[src/rtl/smbcfg_pkg.sv]
// Shared constants and types of the serial configuration access port.
// Assumes a single core clock domain; pins are synchronised inside the port.
package smbcfg_pkg;

  localparam logic [7:0]  CMD_WRITE        = 8'hbe;
  localparam logic [7:0]  CMD_SETUP        = 8'hba;
  localparam logic [7:0]  CMD_READ         = 8'hbd;
  localparam logic [7:0]  CMD_CALL         = 8'hcd;
  localparam logic [7:0]  WR_COUNT         = 8'h08;
  localparam logic [7:0]  SETUP_COUNT      = 8'h04;
  localparam logic [7:0]  RD_COUNT         = 8'h04;
  localparam logic [2:0]  OP_WRITE         = 3'h3;
  localparam logic [2:0]  OP_READ          = 3'h4;
  localparam logic [7:0]  PEC_POLY         = 8'h07;
  localparam logic [7:0]  TX_IDLE_BYTE     = 8'hff;

  // serial_mgmt_control register, upstream port
  localparam logic [4:0]  CTRL_PORT        = 5'h00;
  localparam logic [11:0] CTRL_OFFSET      = 12'h344;
  localparam logic [31:0] CTRL_RESET       = 32'h0000_0000;
  localparam int          CTRL_ADDR_LSB    = 1;
  localparam int          CTRL_ADDR_MSB    = 7;
  localparam int          CTRL_PEC_OFF_BIT = 9;
  localparam logic [3:0]  ADDR_FIXED       = 4'hd;
  localparam logic [1:0]  STRAP_SETTLE     = 2'h2;

  // Byte positions within a write frame and within the read reply
  localparam logic [3:0]  IDX_ADDR         = 4'h0;
  localparam logic [3:0]  IDX_CMD          = 4'h1;
  localparam logic [3:0]  IDX_COUNT        = 4'h2;
  localparam logic [3:0]  IDX_CB1          = 4'h3;
  localparam logic [3:0]  IDX_CB2          = 4'h4;
  localparam logic [3:0]  IDX_CB3          = 4'h5;
  localparam logic [3:0]  IDX_CB4          = 4'h6;
  localparam logic [3:0]  IDX_D1           = 4'h7;
  localparam logic [3:0]  IDX_D4           = 4'ha;
  localparam logic [3:0]  IDX_WR_PEC       = 4'hb;
  localparam logic [3:0]  IDX_SETUP_PEC    = 4'h7;
  localparam logic [2:0]  TX_PEC_IDX       = 3'h5;

  typedef enum logic [5:0] {
    ST_IDLE = 6'h01,
    ST_RX   = 6'h02,
    ST_RACK = 6'h04,
    ST_TX   = 6'h08,
    ST_TACK = 6'h10,
    ST_WAIT = 6'h20
  } smbcfg_state_type;

endpackage : smbcfg_pkg

[src/rtl/smbcfg_pec_if.sv]
// Carrier between the port engine and its packet error code unit.
// Assumes both ends run on the same core clock.
`timescale 1ns/1ps
`default_nettype none
interface smbcfg_pec_if;
  logic       clr;
  logic       stb;
  logic [7:0] din;
  logic [7:0] crc;
  modport core (output clr, output stb, output din, input crc);
  modport calc (input clr, input stb, input din, output crc);
endinterface : smbcfg_pec_if
`default_nettype wire

[src/rtl/smbcfg_pec.sv]
// Packet error code accumulator, CRC-8 with polynomial x^8+x^2+x+1.
// Assumes clr and stb come from logic on the same clock.
`timescale 1ns/1ps
`default_nettype none
module smbcfg_pec
  import smbcfg_pkg::*;
(
  input  wire logic    core_clk,
  input  wire logic    rstn,
  smbcfg_pec_if.calc   pec
);

  function automatic logic [7:0] smbcfg_crc8(input logic [7:0] c, input logic [7:0] d);
    logic [7:0] r;
    r = c ^ d;
    for (int i = 0; i < 8; i++)
    begin
      r = r[7] ? ((r << 1) ^ PEC_POLY) : (r << 1);
    end
    return r;
  endfunction : smbcfg_crc8

  always_ff @(posedge core_clk or negedge rstn)
  begin
    if (!rstn)
      pec.crc <= 8'h00;
    else if (pec.clr)
      pec.crc <= 8'h00;
    else if (pec.stb)
      pec.crc <= smbcfg_crc8(pec.crc, pec.din);
  end

endmodule : smbcfg_pec
`default_nettype wire

[src/rtl/smbcfg_top.sv]
// Two-wire slave port giving a management master access to configuration registers.
// Assumes scl/sda/strap pins are asynchronous; cfg_* fabric is on core_clk.
//
// Overview of operation
// Slave only; both wires bidirectional, clock wire never driven by us.
// Any register reachable, read-only and preloaded ones included, via the fabric.
// Default address: straps on bits 2:0, bits 6:3 fixed to 1101.
// Answer the address held in control register bits 7:1, writable by software.
// Only block write, block read and process call are supported.
// BEh writes a register; BAh setup then BDh read reads one.
// Process call with BAh/CDh also returns the selected register.
// Packet error codes are checked on receive and produced on transmit.
// Wrong command byte NACKed, with every later byte of the packet.
// Write count other than 8 NACKed, with all following bytes.
// Byte after the fourth data byte is the error code, checked when present.
// Error code mismatch drops the write and NACKs the code byte.
// Control bit 9 turns error code checking off.
// Master sends count 08h; the error code byte is never counted.
// Command byte 1 bits 2:0: 011b writes, 100b reads.
// Port select: byte 2 bits 3:0 high, byte 3 bit 7 low.
// Byte 3 bits 5:2 enable bytes; bit 2 low byte, bit 5 high byte.
// Bit 3 enables bits 15:8, bit 4 bits 23:16; bit 6 ignored.
// Dword address: byte 3 bits 1:0, byte 4 bits 9:2, low bits zero.
// Data sent most significant byte first.
// Write frame order fixed; each accepted byte is acknowledged.
// Block read returns count 4 then four register bytes.
// Extra byte after data is the error code; master NACK ends read.
`timescale 1ns/1ps
`default_nettype none
module smbcfg_top
  import smbcfg_pkg::*;
(
  input  wire logic        core_clk,
  input  wire logic        rstn,
  input  wire logic        scl_i,
  output logic             scl_o,
  output logic             scl_oe,
  input  wire logic        sda_i,
  output logic             sda_o,
  output logic             sda_oe,
  input  wire logic [2:0]  addr_strap,
  output logic             cfg_req,
  output logic             cfg_we,
  output logic [4:0]       cfg_port,
  output logic [11:0]      cfg_addr,
  output logic [3:0]       cfg_be,
  output logic [31:0]      cfg_wdata,
  input  wire logic [31:0] cfg_rdata,
  input  wire logic        cfg_ack,
  output logic             error_code_check_off
);

  smbcfg_pec_if pec_bus ();

  smbcfg_pec u_pec (
    .core_clk (core_clk),
    .rstn     (rstn),
    .pec      (pec_bus.calc)
  );

  logic [2:0]       scl_s_q;
  logic [2:0]       sda_s_q;
  logic [2:0]       strap_a_q;
  logic [2:0]       strap_b_q;
  logic [1:0]       init_cnt_q;
  logic [31:0]      ctrl_q;
  smbcfg_state_type state_q;
  logic [3:0]       bit_cnt_q;
  logic [7:0]       sh_q;
  logic [7:0]       tx_sh_q;
  logic [7:0]       tx_cur_q;
  logic [2:0]       tx_idx_q;
  logic             mack_q;
  logic             busy_q;
  logic [3:0]       widx_q;
  logic [7:0]       cmd_q;
  logic             bad_q;
  logic             ack_q;
  logic             go_wait_q;
  logic             rd_mode_q;
  logic             rd_ok_q;
  logic [4:0]       port_q;
  logic [11:0]      addr_q;
  logic [3:0]       be_q;
  logic [31:0]      wdata_q;
  logic [31:0]      rdata_q;
  logic             req_q;
  logic             we_q;

  // Only the second stage is read; the third is its delayed copy for edges
  always_ff @(posedge core_clk or negedge rstn)
  begin
    if (!rstn)
    begin
      scl_s_q   <= 3'h7;
      sda_s_q   <= 3'h7;
      strap_a_q <= 3'h0;
      strap_b_q <= 3'h0;
    end
    else
    begin
      scl_s_q   <= {scl_s_q[1:0], scl_i};
      sda_s_q   <= {sda_s_q[1:0], sda_i};
      strap_a_q <= addr_strap;
      strap_b_q <= strap_a_q;
    end
  end

  logic       scl_rise;
  logic       scl_fall;
  logic       bus_start;
  logic       bus_stop;
  logic       byte_done;
  logic [7:0] rxb;
  logic       pec_off;
  logic       addr_hit;
  logic       rd_start;
  logic       commit;
  logic       local_hit;
  logic       byte_ok;
  logic       is_setup;

  assign scl_rise  = scl_s_q[1] & ~scl_s_q[2];
  assign scl_fall  = ~scl_s_q[1] & scl_s_q[2];
  assign bus_start = scl_s_q[1] & scl_s_q[2] & ~sda_s_q[1] & sda_s_q[2];
  assign bus_stop  = scl_s_q[1] & scl_s_q[2] & sda_s_q[1] & ~sda_s_q[2];
  assign byte_done = (state_q == ST_RX) && scl_rise && (bit_cnt_q == 4'h7);
  assign rxb       = {sh_q[6:0], sda_s_q[1]};
  assign pec_off   = ctrl_q[CTRL_PEC_OFF_BIT];
  assign addr_hit  = rxb[7:1] == ctrl_q[CTRL_ADDR_MSB:CTRL_ADDR_LSB];
  assign rd_start  = byte_done && (widx_q == IDX_ADDR) && addr_hit && rxb[0] && rd_ok_q;
  assign commit    = bus_stop && (cmd_q == CMD_WRITE) && (widx_q >= IDX_WR_PEC) && !bad_q;
  assign local_hit = (port_q == CTRL_PORT) && (addr_q == CTRL_OFFSET);
  assign is_setup  = (cmd_q == CMD_SETUP) || (cmd_q == CMD_CALL);

  // Acceptance of the byte just received, by its place in the frame
  always_comb
  begin
    byte_ok = 1'b0;
    case (widx_q)
      IDX_CMD:   byte_ok = (rxb == CMD_WRITE) || (rxb == CMD_SETUP) ||
                           (rxb == CMD_READ) || (rxb == CMD_CALL);
      IDX_COUNT: byte_ok = ((cmd_q == CMD_WRITE) && (rxb == WR_COUNT)) ||
                           (is_setup && (rxb == SETUP_COUNT));
      IDX_CB1:   byte_ok = rxb[2:0] == ((cmd_q == CMD_WRITE) ? OP_WRITE : OP_READ);
      IDX_CB2, IDX_CB3, IDX_CB4:
                 byte_ok = 1'b1;
      IDX_WR_PEC:
                 byte_ok = (cmd_q == CMD_WRITE) && (pec_off || pec_bus.crc == rxb);
      default:
      begin
        if (widx_q >= IDX_D1 && widx_q <= IDX_D4)
          byte_ok = (cmd_q == CMD_WRITE) ||
                    ((widx_q == IDX_SETUP_PEC) && (pec_off || pec_bus.crc == rxb));
      end
    endcase
  end

  function automatic logic [7:0] smbcfg_tx_byte(input logic [2:0] idx, input logic [31:0] d,
                                                input logic [7:0] crc);
    case (idx)
      3'h0:       return RD_COUNT;
      3'h1:       return d[31:24];
      3'h2:       return d[23:16];
      3'h3:       return d[15:8];
      3'h4:       return d[7:0];
      TX_PEC_IDX: return crc;
      default:    return TX_IDLE_BYTE;
    endcase
  endfunction : smbcfg_tx_byte

  logic [7:0] tx_next;
  assign tx_next = smbcfg_tx_byte(3'(tx_idx_q + 3'h1), rdata_q, pec_bus.crc);

  // Bit engine: only sda is ever pulled, scl stays released
  always_ff @(posedge core_clk or negedge rstn)
  begin
    if (!rstn)
    begin
      state_q   <= ST_IDLE;
      bit_cnt_q <= 4'h0;
      sh_q      <= 8'h00;
      tx_sh_q   <= 8'h00;
      tx_cur_q  <= 8'h00;
      tx_idx_q  <= 3'h0;
      mack_q    <= 1'b0;
      sda_oe    <= 1'b0;
    end
    else if (bus_start)
    begin
      state_q   <= ST_RX;
      bit_cnt_q <= 4'h0;
      sda_oe    <= 1'b0;
    end
    else if (bus_stop)
    begin
      state_q <= ST_IDLE;
      sda_oe  <= 1'b0;
    end
    else
    begin
      case (state_q)
        ST_RX:
        begin
          if (scl_rise)
          begin
            sh_q      <= rxb;
            bit_cnt_q <= 4'(bit_cnt_q + 4'h1);
          end
          else if (scl_fall && bit_cnt_q == 4'h8)
          begin
            state_q <= ST_RACK;
            sda_oe  <= ack_q;
          end
        end
        ST_RACK:
        begin
          if (scl_fall)
          begin
            bit_cnt_q <= 4'h0;
            if (go_wait_q)
            begin
              state_q <= ST_WAIT;
              sda_oe  <= 1'b0;
            end
            else if (rd_mode_q)
            begin
              state_q  <= ST_TX;
              tx_idx_q <= 3'h0;
              tx_cur_q <= RD_COUNT;
              tx_sh_q  <= {RD_COUNT[6:0], 1'b0};
              sda_oe   <= ~RD_COUNT[7];
            end
            else
            begin
              state_q <= ST_RX;
              sda_oe  <= 1'b0;
            end
          end
        end
        ST_TX:
        begin
          if (scl_fall)
          begin
            bit_cnt_q <= 4'(bit_cnt_q + 4'h1);
            if (bit_cnt_q == 4'h7)
            begin
              state_q <= ST_TACK;
              sda_oe  <= 1'b0;
            end
            else
            begin
              sda_oe  <= ~tx_sh_q[7];
              tx_sh_q <= {tx_sh_q[6:0], 1'b0};
            end
          end
        end
        ST_TACK:
        begin
          if (scl_rise)
            mack_q <= ~sda_s_q[1];
          else if (scl_fall)
          begin
            bit_cnt_q <= 4'h0;
            if (mack_q)
            begin
              state_q  <= ST_TX;
              tx_idx_q <= 3'(tx_idx_q + 3'h1);
              tx_cur_q <= tx_next;
              tx_sh_q  <= {tx_next[6:0], 1'b0};
              sda_oe   <= ~tx_next[7];
            end
            else
              state_q <= ST_WAIT;
          end
        end
        ST_IDLE, ST_WAIT:
          sda_oe <= 1'b0;
        default:
        begin
          state_q <= ST_IDLE;
          sda_oe  <= 1'b0;
        end
      endcase
    end
  end

  // Frame decoding and sticky refusal
  always_ff @(posedge core_clk or negedge rstn)
  begin
    if (!rstn)
    begin
      busy_q    <= 1'b0;
      widx_q    <= IDX_ADDR;
      cmd_q     <= 8'h00;
      bad_q     <= 1'b0;
      ack_q     <= 1'b0;
      go_wait_q <= 1'b0;
      rd_mode_q <= 1'b0;
      rd_ok_q   <= 1'b0;
      port_q    <= 5'h00;
      addr_q    <= 12'h000;
      be_q      <= 4'h0;
      wdata_q   <= 32'h0000_0000;
    end
    else if (bus_start)
    begin
      busy_q    <= 1'b1;
      widx_q    <= IDX_ADDR;
      rd_mode_q <= 1'b0;
      if (!busy_q)
      begin
        cmd_q <= 8'h00;
        bad_q <= 1'b0;
      end
    end
    else if (bus_stop)
      busy_q <= 1'b0;
    else if (byte_done)
    begin
      if (widx_q == IDX_ADDR)
      begin
        ack_q     <= addr_hit && (!rxb[0] || rd_ok_q);
        go_wait_q <= !addr_hit || (rxb[0] && !rd_ok_q);
        rd_mode_q <= rd_start;
        if (addr_hit && !rxb[0])
          widx_q <= IDX_CMD;
      end
      else
      begin
        go_wait_q <= 1'b0;
        ack_q     <= byte_ok && !bad_q;
        if (!byte_ok)
          bad_q <= 1'b1;
        if (widx_q != 4'hf)
          widx_q <= 4'(widx_q + 4'h1);
        if (widx_q == IDX_CMD)
        begin
          cmd_q <= rxb;
          if (rxb != CMD_READ)
            rd_ok_q <= 1'b0;
        end
        if (widx_q == IDX_CB2)
          port_q[4:1] <= rxb[3:0];
        if (widx_q == IDX_CB3)
        begin
          port_q[0]     <= rxb[7];
          be_q          <= rxb[5:2];
          addr_q[11:10] <= rxb[1:0];
        end
        if (widx_q == IDX_CB4)
        begin
          addr_q[9:0] <= {rxb, 2'b00};
          if (is_setup && !bad_q)
            rd_ok_q <= 1'b1;
        end
        if (widx_q >= IDX_D1 && widx_q <= IDX_D4 && cmd_q == CMD_WRITE)
          wdata_q <= {wdata_q[23:0], rxb};
        if (widx_q == IDX_SETUP_PEC && is_setup && !byte_ok)
          rd_ok_q <= 1'b0;
      end
    end
  end

  // Fabric handshake; control register accesses still go to the fabric, reads return ctrl_q once cfg_ack arrives
  always_ff @(posedge core_clk or negedge rstn)
  begin
    if (!rstn)
    begin
      req_q   <= 1'b0;
      we_q    <= 1'b0;
      rdata_q <= 32'h0000_0000;
    end
    else if (req_q)
    begin
      if (cfg_ack)
      begin
        req_q <= 1'b0;
        if (!we_q)
          rdata_q <= local_hit ? ctrl_q : cfg_rdata;
      end
    end
    else if (commit)
    begin
      req_q <= 1'b1;
      we_q  <= 1'b1;
    end
    else if (rd_start)
    begin
      req_q <= 1'b1;
      we_q  <= 1'b0;
    end
  end

  // Straps caught once they have crossed, never under reset itself
  always_ff @(posedge core_clk or negedge rstn)
  begin
    if (!rstn)
    begin
      init_cnt_q <= 2'h0;
      ctrl_q     <= CTRL_RESET;
    end
    else if (init_cnt_q != 2'h3)
    begin
      init_cnt_q <= 2'(init_cnt_q + 2'h1);
      if (init_cnt_q == STRAP_SETTLE)
        ctrl_q[CTRL_ADDR_MSB:CTRL_ADDR_LSB] <= {ADDR_FIXED, strap_b_q};
    end
    else if (commit && local_hit)
    begin
      for (int i = 0; i < 4; i++)
      begin
        if (be_q[i])
          ctrl_q[i*8 +: 8] <= wdata_q[i*8 +: 8];
      end
    end
  end

  assign pec_bus.clr = bus_start && !busy_q;
  assign pec_bus.stb = byte_done || (state_q == ST_TX && scl_fall && bit_cnt_q == 4'h7);
  assign pec_bus.din = byte_done ? rxb : tx_cur_q;

  assign scl_o                = 1'b0;
  assign scl_oe               = 1'b0;
  assign sda_o                = 1'b0;
  assign cfg_req              = req_q;
  assign cfg_we               = we_q;
  assign cfg_port             = port_q;
  assign cfg_addr             = addr_q;
  assign cfg_be               = be_q;
  assign cfg_wdata            = wdata_q;
  assign error_code_check_off = pec_off;
endmodule : smbcfg_top
`default_nettype wire

[config.mk]
export PLATFORM = sky130hd
export DESIGN_NAME = smbcfg_top
export DESIGN_NICKNAME = d
export VERILOG_FILES = /design/src/rtl/smbcfg_pkg.sv /design/src/rtl/smbcfg_pec_if.sv /design/src/rtl/smbcfg_pec.sv /design/src/rtl/smbcfg_top.sv
export SDC_FILE = /design/constraint.sdc
export NUM_CORES = 1
export LEC_CHECK = 0
export BUFFER_PORTS_ARGS = -buffer_cell sky130_fd_sc_hd__buf_4
export CELL_PAD_IN_SITES_DETAIL_PLACEMENT = 2
export CELL_PAD_IN_SITES_GLOBAL_PLACEMENT = 2
export CORE_MARGIN = 10
export CORE_UTILIZATION = 39
export CTS_CLUSTER_SIZE = 28
export DETAILED_ROUTE_END_ITERATION = 7
export HOLD_SLACK_MARGIN = 0.03
export PLACE_DENSITY_LB_ADDON = 0.08
export SLEW_MARGIN = 20
export SYNTH_ARGS = -nofsm -noshare
export SYNTH_HDL_FRONTEND = slang
export SYNTH_SLANG_ARGS = --single-unit
[constraint.sdc]
create_clock -name core_clk -period 3.35 [get_ports core_clk]
set_input_delay 0 -clock core_clk [delete_from_list [all_inputs] [get_ports core_clk]]
set_output_delay 0 -clock core_clk [all_outputs]
set_load 0.005 [all_outputs]
==> impl_metrics.xml, run 1 <==
<?xml version="1.0" encoding="UTF-8"?>
<metrics>
  <group name="final_layout">
    <metric name="drive_gt1_share" unit="%">25.5</metric>
    <metric name="diodes" unit="">0</metric>
    <metric name="final_net_count" unit="">1057</metric>
    <metric name="post_layout_nonfiller_instances" unit="">1336</metric>
    <metric name="design_area" unit="um2">11500</metric>
    <metric name="area_growth" unit="%">22.0</metric>
    <metric name="finish.utilization" unit="%">48.7</metric>
  </group>
  <group name="timing">
    <metric name="timing.final.hold_violations" unit="">0</metric>
    <metric name="setup_repair_after_global_routing_missed_its_margin" unit="">no</metric>
    <metric name="finalMaxSlewViolations" unit="">0</metric>
    <metric name="maxSlewHeadroom" unit="%">32.0</metric>
    <metric name="fin_setup_tns" unit="ns">0</metric>
    <metric name="fmax" unit="GHz">0.348</metric>
    <metric name="layout_min_cycle_time" unit="ns">2.87</metric>
    <metric name="setup_viol_count_final" unit="">0</metric>
    <metric name="layout_worst_path_cycle_share" unit="%">85.7</metric>
    <metric name="fin_skew" unit="ns">0.0168</metric>
    <metric name="actual_slew_at_the_worst_max_slew_pin" unit="ns">1.02</metric>
  </group>
  <group name="routing">
    <metric name="remaining_design_rule_violation_count" unit="">0</metric>
    <metric name="drt.antenna.violating_nets" unit="">0</metric>
    <metric name="total_length_of_routed_wires" unit="um">32500</metric>
    <metric name="detail_route.wl_per_cell" unit="um">24.3</metric>
    <metric name="route.top_layer_used" unit="">met5</metric>
    <metric name="detailedRoute.firstPassIterationCount" unit="">6</metric>
    <metric name="route.layer.met1.wl" unit="um">14800</metric>
    <metric name="met3_wirelength" unit="um">838</metric>
    <metric name="drt_iter0_drc" unit="">367</metric>
    <metric name="detail_route.vias_per_cell" unit="">5.56</metric>
    <metric name="length_of_routed_met2_wiring" unit="um">16300</metric>
    <metric name="vias" unit="">7423</metric>
  </group>
  <group name="global_route">
    <metric name="grt_antenna_before_repair" unit="">1</metric>
    <metric name="grt_pass1_wl" unit="um">51600</metric>
    <metric name="global_route.overflow_total" unit="">0</metric>
    <metric name="vias_in_the_first_global_route" unit="">8437</metric>
    <metric name="grt_start_max_net_pins" unit="">114</metric>
    <metric name="groute.usage.overall" unit="%">21.4</metric>
  </group>
  <group name="outcome">
    <metric name="result_of_the_run" unit="">completed</metric>
  </group>
  <group name="run">
    <metric name="max-cap-violations" unit="">0</metric>
  </group>
  <group name="floorplan">
    <metric name="die_h" unit="um">176</metric>
    <metric name="die_area" unit="um2">30900</metric>
    <metric name="design.portCount" unit="">100</metric>
    <metric name="die_w" unit="um">176</metric>
    <metric name="row_count" unit="">56</metric>
    <metric name="core_region_area" unit="um2">23700</metric>
    <metric name="initial_core_util" unit="%">40.0</metric>
  </group>
  <group name="power_and_ir_drop">
    <metric name="vdd_ir_drop_max" unit="mV">0.293</metric>
    <metric name="power.switching" unit="mW">1.60</metric>
    <metric name="power.sequential.fraction" unit="%">49.0</metric>
    <metric name="sw_frac_of_total" unit="%">29.6</metric>
    <metric name="cellInternalPower" unit="mW">3.81</metric>
    <metric name="share_clk_of_total_power" unit="%">40.1</metric>
    <metric name="power-per-cell-area" unit="nW/um2">469</metric>
    <metric name="leakage" unit="nW">5.67</metric>
    <metric name="comb_power_share" unit="%">10.9</metric>
  </group>
  <group name="yosys">
    <metric name="netlist.top_cell.by_area" unit="">dfrtp_1</metric>
    <metric name="post-synth-top-count-cell" unit="">dfrtp_1</metric>
    <metric name="post-synth-top-area-fraction" unit="%">49.4</metric>
    <metric name="share_of_flip_flops_with_an_asynchronous_set_or_reset_after_synthesis" unit="%">100</metric>
    <metric name="synthFlopType" unit="">dfrtp_1</metric>
    <metric name="synth_cell_count_leaders" unit="">dfrtp_1, nand2_1, mux2_2</metric>
    <metric name="postSynthAreaPerCell" unit="um2">10.7</metric>
    <metric name="synthesis.instances" unit="">883</metric>
    <metric name="synth.ff_latch_count" unit="">194</metric>
    <metric name="syn-cell-area" unit="um2">9460</metric>
    <metric name="synth_warnings" unit="">0</metric>
    <metric name="synth_enable_flop_cells" unit="">0</metric>
    <metric name="synth_sequential_area_ratio" unit="%">51.4</metric>
    <metric name="netlist_top_cells_area" unit="">dfrtp_1, mux2_2, nand2_1</metric>
    <metric name="post_synth_num_cell_types" unit="">68</metric>
  </group>
  <group name="placement">
    <metric name="globalplace.congestion" unit="">0.819</metric>
    <metric name="detailedPlacementHpwl" unit="um">22300</metric>
    <metric name="postPlaceCellArea" unit="um2">10500</metric>
    <metric name="dp.cells" unit="">1265</metric>
    <metric name="io_buffer_count" unit="">94</metric>
  </group>
  <group name="critical_path">
    <metric name="crit_path_cell_trace" unit="">or4_4 -&gt; nor3b_2 -&gt; nand2_1 -&gt; or3_1 -&gt; buf_4 -&gt; mux2_2</metric>
    <metric name="critical_path.slowest_cell" unit="">or4_4</metric>
    <metric name="critical_path.endpoint_type" unit="">flop</metric>
    <metric name="worst-endpoint-arrival" unit="ns">3.19</metric>
    <metric name="critical_path_required" unit="ns">3.67</metric>
    <metric name="critical_path.max_stage_delay" unit="ns">0.64</metric>
    <metric name="cp_top_family" unit="">simple AND/OR/NAND/NOR gates</metric>
    <metric name="setup.worst_path.class" unit="">reg2reg</metric>
    <metric name="cp.buffers_inverters" unit="">1</metric>
    <metric name="cp-start-kind" unit="">flop</metric>
    <metric name="path_max_fanout" unit="">33</metric>
  </group>
  <group name="cts">
    <metric name="ctsLongestPathBuffers" unit="">2</metric>
    <metric name="clock_tree_from_tritoncts" unit="">built</metric>
    <metric name="cts_max_level" unit="">4</metric>
    <metric name="post_cts_clock_slew_at_the_launch_and_capture_registers_of_the_worst_setup_and_hold_paths" unit="ns">0.08</metric>
    <metric name="clkLatencyLatePin" unit="ns">0.45</metric>
    <metric name="cts.root.buffer_cell" unit="">clkbuf_16</metric>
    <metric name="cts_sinks" unit="">194</metric>
    <metric name="numCtsBuffers" unit="">17</metric>
  </group>
  <group name="min_path">
    <metric name="worstHoldPathType" unit="">in2reg</metric>
  </group>
</metrics>
-- routing by layer --
layer	vias up	GRT usage, %
li1	3372	-
met1	3907	27.8
met2	112	36.1
met3	30	3.35
met4	2	5.69
met5	-	0
-- cells by family after synthesis --
family,share of synthesized area [%]
xor+xnor,3.57
fa+ha+maj,1.72
simple gates,14.1
compound gates,11.1
other cells,0.0396
buf+inv,3.20
flops,51.4
mux,14.9
-- cell usage in the layout (no fill, tap or decap), types with 11 or more instances in the layout --
cell type,n
a21oi_1,28
nand2_1,114
a22oi_1,11
xor2_1,22
dfrtp_1,187
inv_1,15
ha_1,13
nor2b_1,13
clkbuf_16,17
xnor2_1,11
mux2_2,90
dlygate4sd3_1,39
nand3_1,25
buf_4,113
mux2i_1,40
o21ai_0,72
nor2_1,39
nand2b_1,16
-- area by class of cell --
| class | count | area, um2 |
|---|---|---|
| clock buffers | 17 | 425 |
| clock inverters | 15 | 210 |
| fillers | 2441 | 12100 |
| inverters | 15 | 56.3 |
| multi-input cells | 623 | 4340 |
| flip-flops and latches | 194 | 4860 |
| well taps | 319 | 399 |
| repair buffers | 153 | 1250 |
-- stage by stage --
step / hold slack (ns) / setup WS [ns] / power (mW)
final: 0.205 / 0.480 / 5.41
after global routing: 0.203 / 0.332 / 5.66
after CTS: 0.184 / 0.504 / 5.46
after detailed placement: 0.110 / 0.539 / 3.24
after global placement: 0.109 / 0.590 / 3.20
after floorplan: -0.296 / 0.813 / 2.98
-- power by group through the flow --
| stage | logic (mW) | clock network (mW) | registers (mW) |
|---|---|---|---|
| final | 0.591 | 2.17 | 2.65 |
| after global routing | 0.665 | 2.31 | 2.68 |
| after CTS | 0.593 | 2.22 | 2.65 |
| after detailed placement | 0.547 | 0 | 2.70 |
| after global placement | 0.514 | 0 | 2.68 |
| after floorplan | 0.364 | 0 | 2.62 |
-- final timing paths --
check                           cells after the start                   endpoint  slack, ns                   start
worst max-delay path                                6  cfg_wdata[26]$_DFFE_PN0P_       0.48  state_q[3]$_DFFE_PN0P_
worst min-delay path                                2       sda_s_q[0]$_DFF_PN1_       0.20                   sda_i
worst max register to register                      6  cfg_wdata[26]$_DFFE_PN0P_       0.48  state_q[3]$_DFFE_PN0P_
worst min register to register                      0       sda_s_q[1]$_DFF_PN1_       0.36    sda_s_q[0]$_DFF_PN1_
max in group asynchronous                           3   cfg_wdata[7]$_DFFE_PN0P_       2.12                    rstn
min in group asynchronous                           2    rdata_q[22]$_DFFE_PN0P_       0.21                    rstn
-- sequential cells by signal, summed over array words and instances (netlist names), 2 cells and up --
| name | cells |
|---|---|
| bit_cnt_q | 4 |
| tx_sh_q | 7 |
| strap_b_q | 3 |
| cfg_port | 5 |
| strap_a_q | 3 |
| widx_q | 4 |
| cmd_q | 8 |
| rdata_q | 32 |
| cfg_wdata | 32 |
| cfg_addr | 10 |
| state_q | 6 |
| scl_s_q | 3 |
| sda_s_q | 3 |
| init_cnt_q | 2 |
| tx_cur_q | 8 |
| sh_q | 7 |
| u_pec.pec.crc | 8 |
| tx_idx_q | 3 |
| ctrl_q | 32 |
| cfg_be | 4 |
-- timing repair --
action | in CTS | in global routing
setup endpoints to repair | 0 | 0
hold endpoints to repair | 142 | 0
hold buffers | 39 | 0
setup buffers | 0 | 0
gates resized for setup | 0 | 0
Note: power is estimated with default switching activity, not from simulation.
==> inputs of run 2 (changes only) <==
Settings changed: CORE_UTILIZATION 39 to 42.
Clock period 3.35 ns to 3.4 ns, I/O delays scaled along.
==> impl_metrics.xml, run 2 (synthesized netlist as in run 1, its figures left out) <==
<?xml version="1.0" encoding="UTF-8"?>
<metrics>
  <group name="outcome">
    <metric name="result_of_the_run" unit="">completed</metric>
  </group>
  <group name="critical_path">
    <metric name="ff2ff_setup_slack" unit="ns">0.13</metric>
    <metric name="critical_path.endpoint_type" unit="">flop</metric>
    <metric name="path_max_fanout" unit="">8</metric>
    <metric name="critical_path.max_stage_delay" unit="ns">0.61</metric>
    <metric name="critical_path_required" unit="ns">3.73</metric>
    <metric name="most_prevalent_standard_cell_on_the_critical_path" unit="">nand2_1</metric>
    <metric name="worst-endpoint-arrival" unit="ns">3.60</metric>
    <metric name="crit_path_cell_trace" unit="">ha_1 -&gt; nor2_1 -&gt; nor4b_1 -&gt; nand2_1 -&gt; nor3_1 -&gt; buf_4 -&gt; nand2_1 -&gt; mux2_2</metric>
    <metric name="cp_top_family" unit="">simple AND/OR/NAND/NOR gates</metric>
    <metric name="setup.worst_path.class" unit="">reg2reg</metric>
    <metric name="cp-start-kind" unit="">flop</metric>
    <metric name="critical_path.slowest_cell" unit="">nor4b_1</metric>
    <metric name="cp.buffers_inverters" unit="">1</metric>
  </group>
  <group name="timing">
    <metric name="fin_skew" unit="ns">0.0251</metric>
    <metric name="timing.final.hold_violations" unit="">0</metric>
    <metric name="setup_repair_after_global_routing_missed_its_margin" unit="">no</metric>
    <metric name="maxSlewHeadroom" unit="%">40.1</metric>
    <metric name="fmax" unit="GHz">0.306</metric>
    <metric name="layout_worst_path_cycle_share" unit="%">96.1</metric>
    <metric name="actual_slew_at_the_worst_max_slew_pin" unit="ns">0.899</metric>
    <metric name="finalMaxSlewViolations" unit="">0</metric>
    <metric name="layout_min_cycle_time" unit="ns">3.27</metric>
    <metric name="setup_viol_count_final" unit="">0</metric>
    <metric name="fin_setup_tns" unit="ns">0</metric>
  </group>
  <group name="min_path">
    <metric name="worstHoldPathType" unit="">in2reg</metric>
  </group>
  <group name="cts">
    <metric name="cts_repair_resize_count" unit="">0</metric>
    <metric name="postCtsSetupBuffers" unit="">0</metric>
    <metric name="post_cts_clock_slew_at_the_launch_and_capture_registers_of_the_worst_setup_and_hold_paths" unit="ns">0.10</metric>
    <metric name="cts_max_level" unit="">4</metric>
    <metric name="clock_tree_from_tritoncts" unit="">built</metric>
    <metric name="clkLatencyLatePin" unit="ns">0.46</metric>
    <metric name="numCtsBuffers" unit="">17</metric>
    <metric name="cts_sinks" unit="">194</metric>
    <metric name="postCtsHoldBufs" unit="">39</metric>
    <metric name="cts.root.buffer_cell" unit="">clkbuf_16</metric>
    <metric name="ctsLongestPathBuffers" unit="">2</metric>
  </group>
  <group name="final_layout">
    <metric name="drive_gt1_share" unit="%">25.4</metric>
    <metric name="design_area" unit="um2">11500</metric>
    <metric name="diodes" unit="">0</metric>
    <metric name="ff_latch_area" unit="um2">4860</metric>
    <metric name="layout.cells.most_common" unit="">dfrtp_1</metric>
    <metric name="fillers" unit="">2175</metric>
    <metric name="final_net_count" unit="">1056</metric>
    <metric name="finish.utilization" unit="%">52.1</metric>
    <metric name="area_growth" unit="%">21.3</metric>
    <metric name="multiInputGateArea" unit="um2">4340</metric>
    <metric name="most-common-layout-cells" unit="">dfrtp_1, nand2_1, buf_4</metric>
  </group>
  <group name="routing">
    <metric name="detail_route.vias_per_cell" unit="">6.04</metric>
    <metric name="detail_route.wl_per_cell" unit="um">29.1</metric>
    <metric name="drt_iter0_drc" unit="">558</metric>
    <metric name="vias" unit="">7823</metric>
    <metric name="total_length_of_routed_wires" unit="um">37700</metric>
    <metric name="drt.antenna.violating_nets" unit="">0</metric>
    <metric name="detailedRoute.firstPassIterationCount" unit="">5</metric>
    <metric name="remaining_design_rule_violation_count" unit="">0</metric>
  </group>
  <group name="power_and_ir_drop">
    <metric name="vdd_ir_drop_max" unit="mV">0.305</metric>
    <metric name="power-per-cell-area" unit="nW/um2">471</metric>
    <metric name="leakage" unit="nW">5.66</metric>
  </group>
  <group name="floorplan">
    <metric name="die_h" unit="um">170</metric>
    <metric name="die_w" unit="um">170</metric>
    <metric name="core_region_area" unit="um2">22000</metric>
    <metric name="row_count" unit="">54</metric>
    <metric name="initial_core_util" unit="%">43.0</metric>
    <metric name="die_area" unit="um2">28900</metric>
    <metric name="design.portCount" unit="">100</metric>
  </group>
  <group name="run">
    <metric name="max-cap-violations" unit="">0</metric>
  </group>
  <group name="placement">
    <metric name="detailedPlacementHpwl" unit="um">23000</metric>
    <metric name="io_buffer_count" unit="">94</metric>
    <metric name="postPlaceCellArea" unit="um2">10500</metric>
    <metric name="globalplace.congestion" unit="">0.853</metric>
  </group>
  <group name="global_route">
    <metric name="groute.usage.overall" unit="%">26.6</metric>
    <metric name="grt_antenna_before_repair" unit="">0</metric>
    <metric name="global_route.overflow_total" unit="">0</metric>
    <metric name="grt_pass1_wl" unit="um">58500</metric>
    <metric name="grt_start_max_net_pins" unit="">105</metric>
    <metric name="vias_in_the_first_global_route" unit="">8949</metric>
  </group>
</metrics>
[run 2: area by class of cell]
class                      count  share of cell area, %
sequential                   194                   42.4
clock inverter                14                   1.57
clock buffer                  18                   3.74
tap                          280                   3.05
timing repair buffer         152                   11.0
inverter                      15                  0.491
multi-input combinational    623                   37.8
[run 2: worst reg2reg max path: stages (launching register included)]
cell     delay [ns]
dfrtp_1        0.47
ha_1           0.40
nor2_1         0.07
nor4b_1        0.61
nand2_1        0.30
nor3_1         0.37
buf_4          0.21
nand2_1        0.30
mux2_2         0.42
[run 2: through the flow]
| stage | power (mW) | instances | worst slack [ns] | hold slack (ns) |
|---|---|---|---|---|
| 4_1_cts | 5.35 | 1296 | 0.395 | 0.187 |
| 3_5_place_dp | 3.20 | 1225 | 0.459 | 0.110 |
| 2_1_floorplan | 2.94 | 887 | 0.863 | -0.296 |
| 3_3_place_gp | 3.15 | 1225 | 0.572 | 0.110 |
| 5_1_grt | 5.59 | 1296 | 0.109 | 0.205 |
| 6_report | 5.41 | 1296 | 0.131 | 0.196 |
[run 2: worst paths after layout]
kind | start | to | depth (start not counted)
worst max-delay path | widx_q[1]$_DFFE_PN0P_ | ctrl_q[25]$_DFFE_PN0P_ | 8
worst min-delay path | addr_strap[2] | strap_a_q[2]$_DFF_PN0_ | 2
worst max register to register | widx_q[1]$_DFFE_PN0P_ | ctrl_q[25]$_DFFE_PN0P_ | 8
worst min register to register | sda_s_q[0]$_DFF_PN1_ | sda_s_q[1]$_DFF_PN1_ | 0
max in group asynchronous | rstn | u_pec.pec.crc[4]$_DFFE_PN0P_ | 3
min in group asynchronous | rstn | bit_cnt_q[0]$_DFFE_PN0P_ | 2
[run 2: layer usage]
metal / vias to the layer above / routed length [um] / global-route usage [%]
met5: - / 0 / 0
met4: 0 / 660 / 6.64
met3: 50 / 1570 / 4.47
met2: 251 / 20000 / 47.8
met1: 4162 / 15500 / 32.2
li1: 3360 / - / -
[run 2: power by group]
group	leakage [nW]	internal (mW)	switching (mW)
logic	2.78	0.258	0.358
registers	2.59	2.47	0.168
clock network	0.293	1.01	1.15
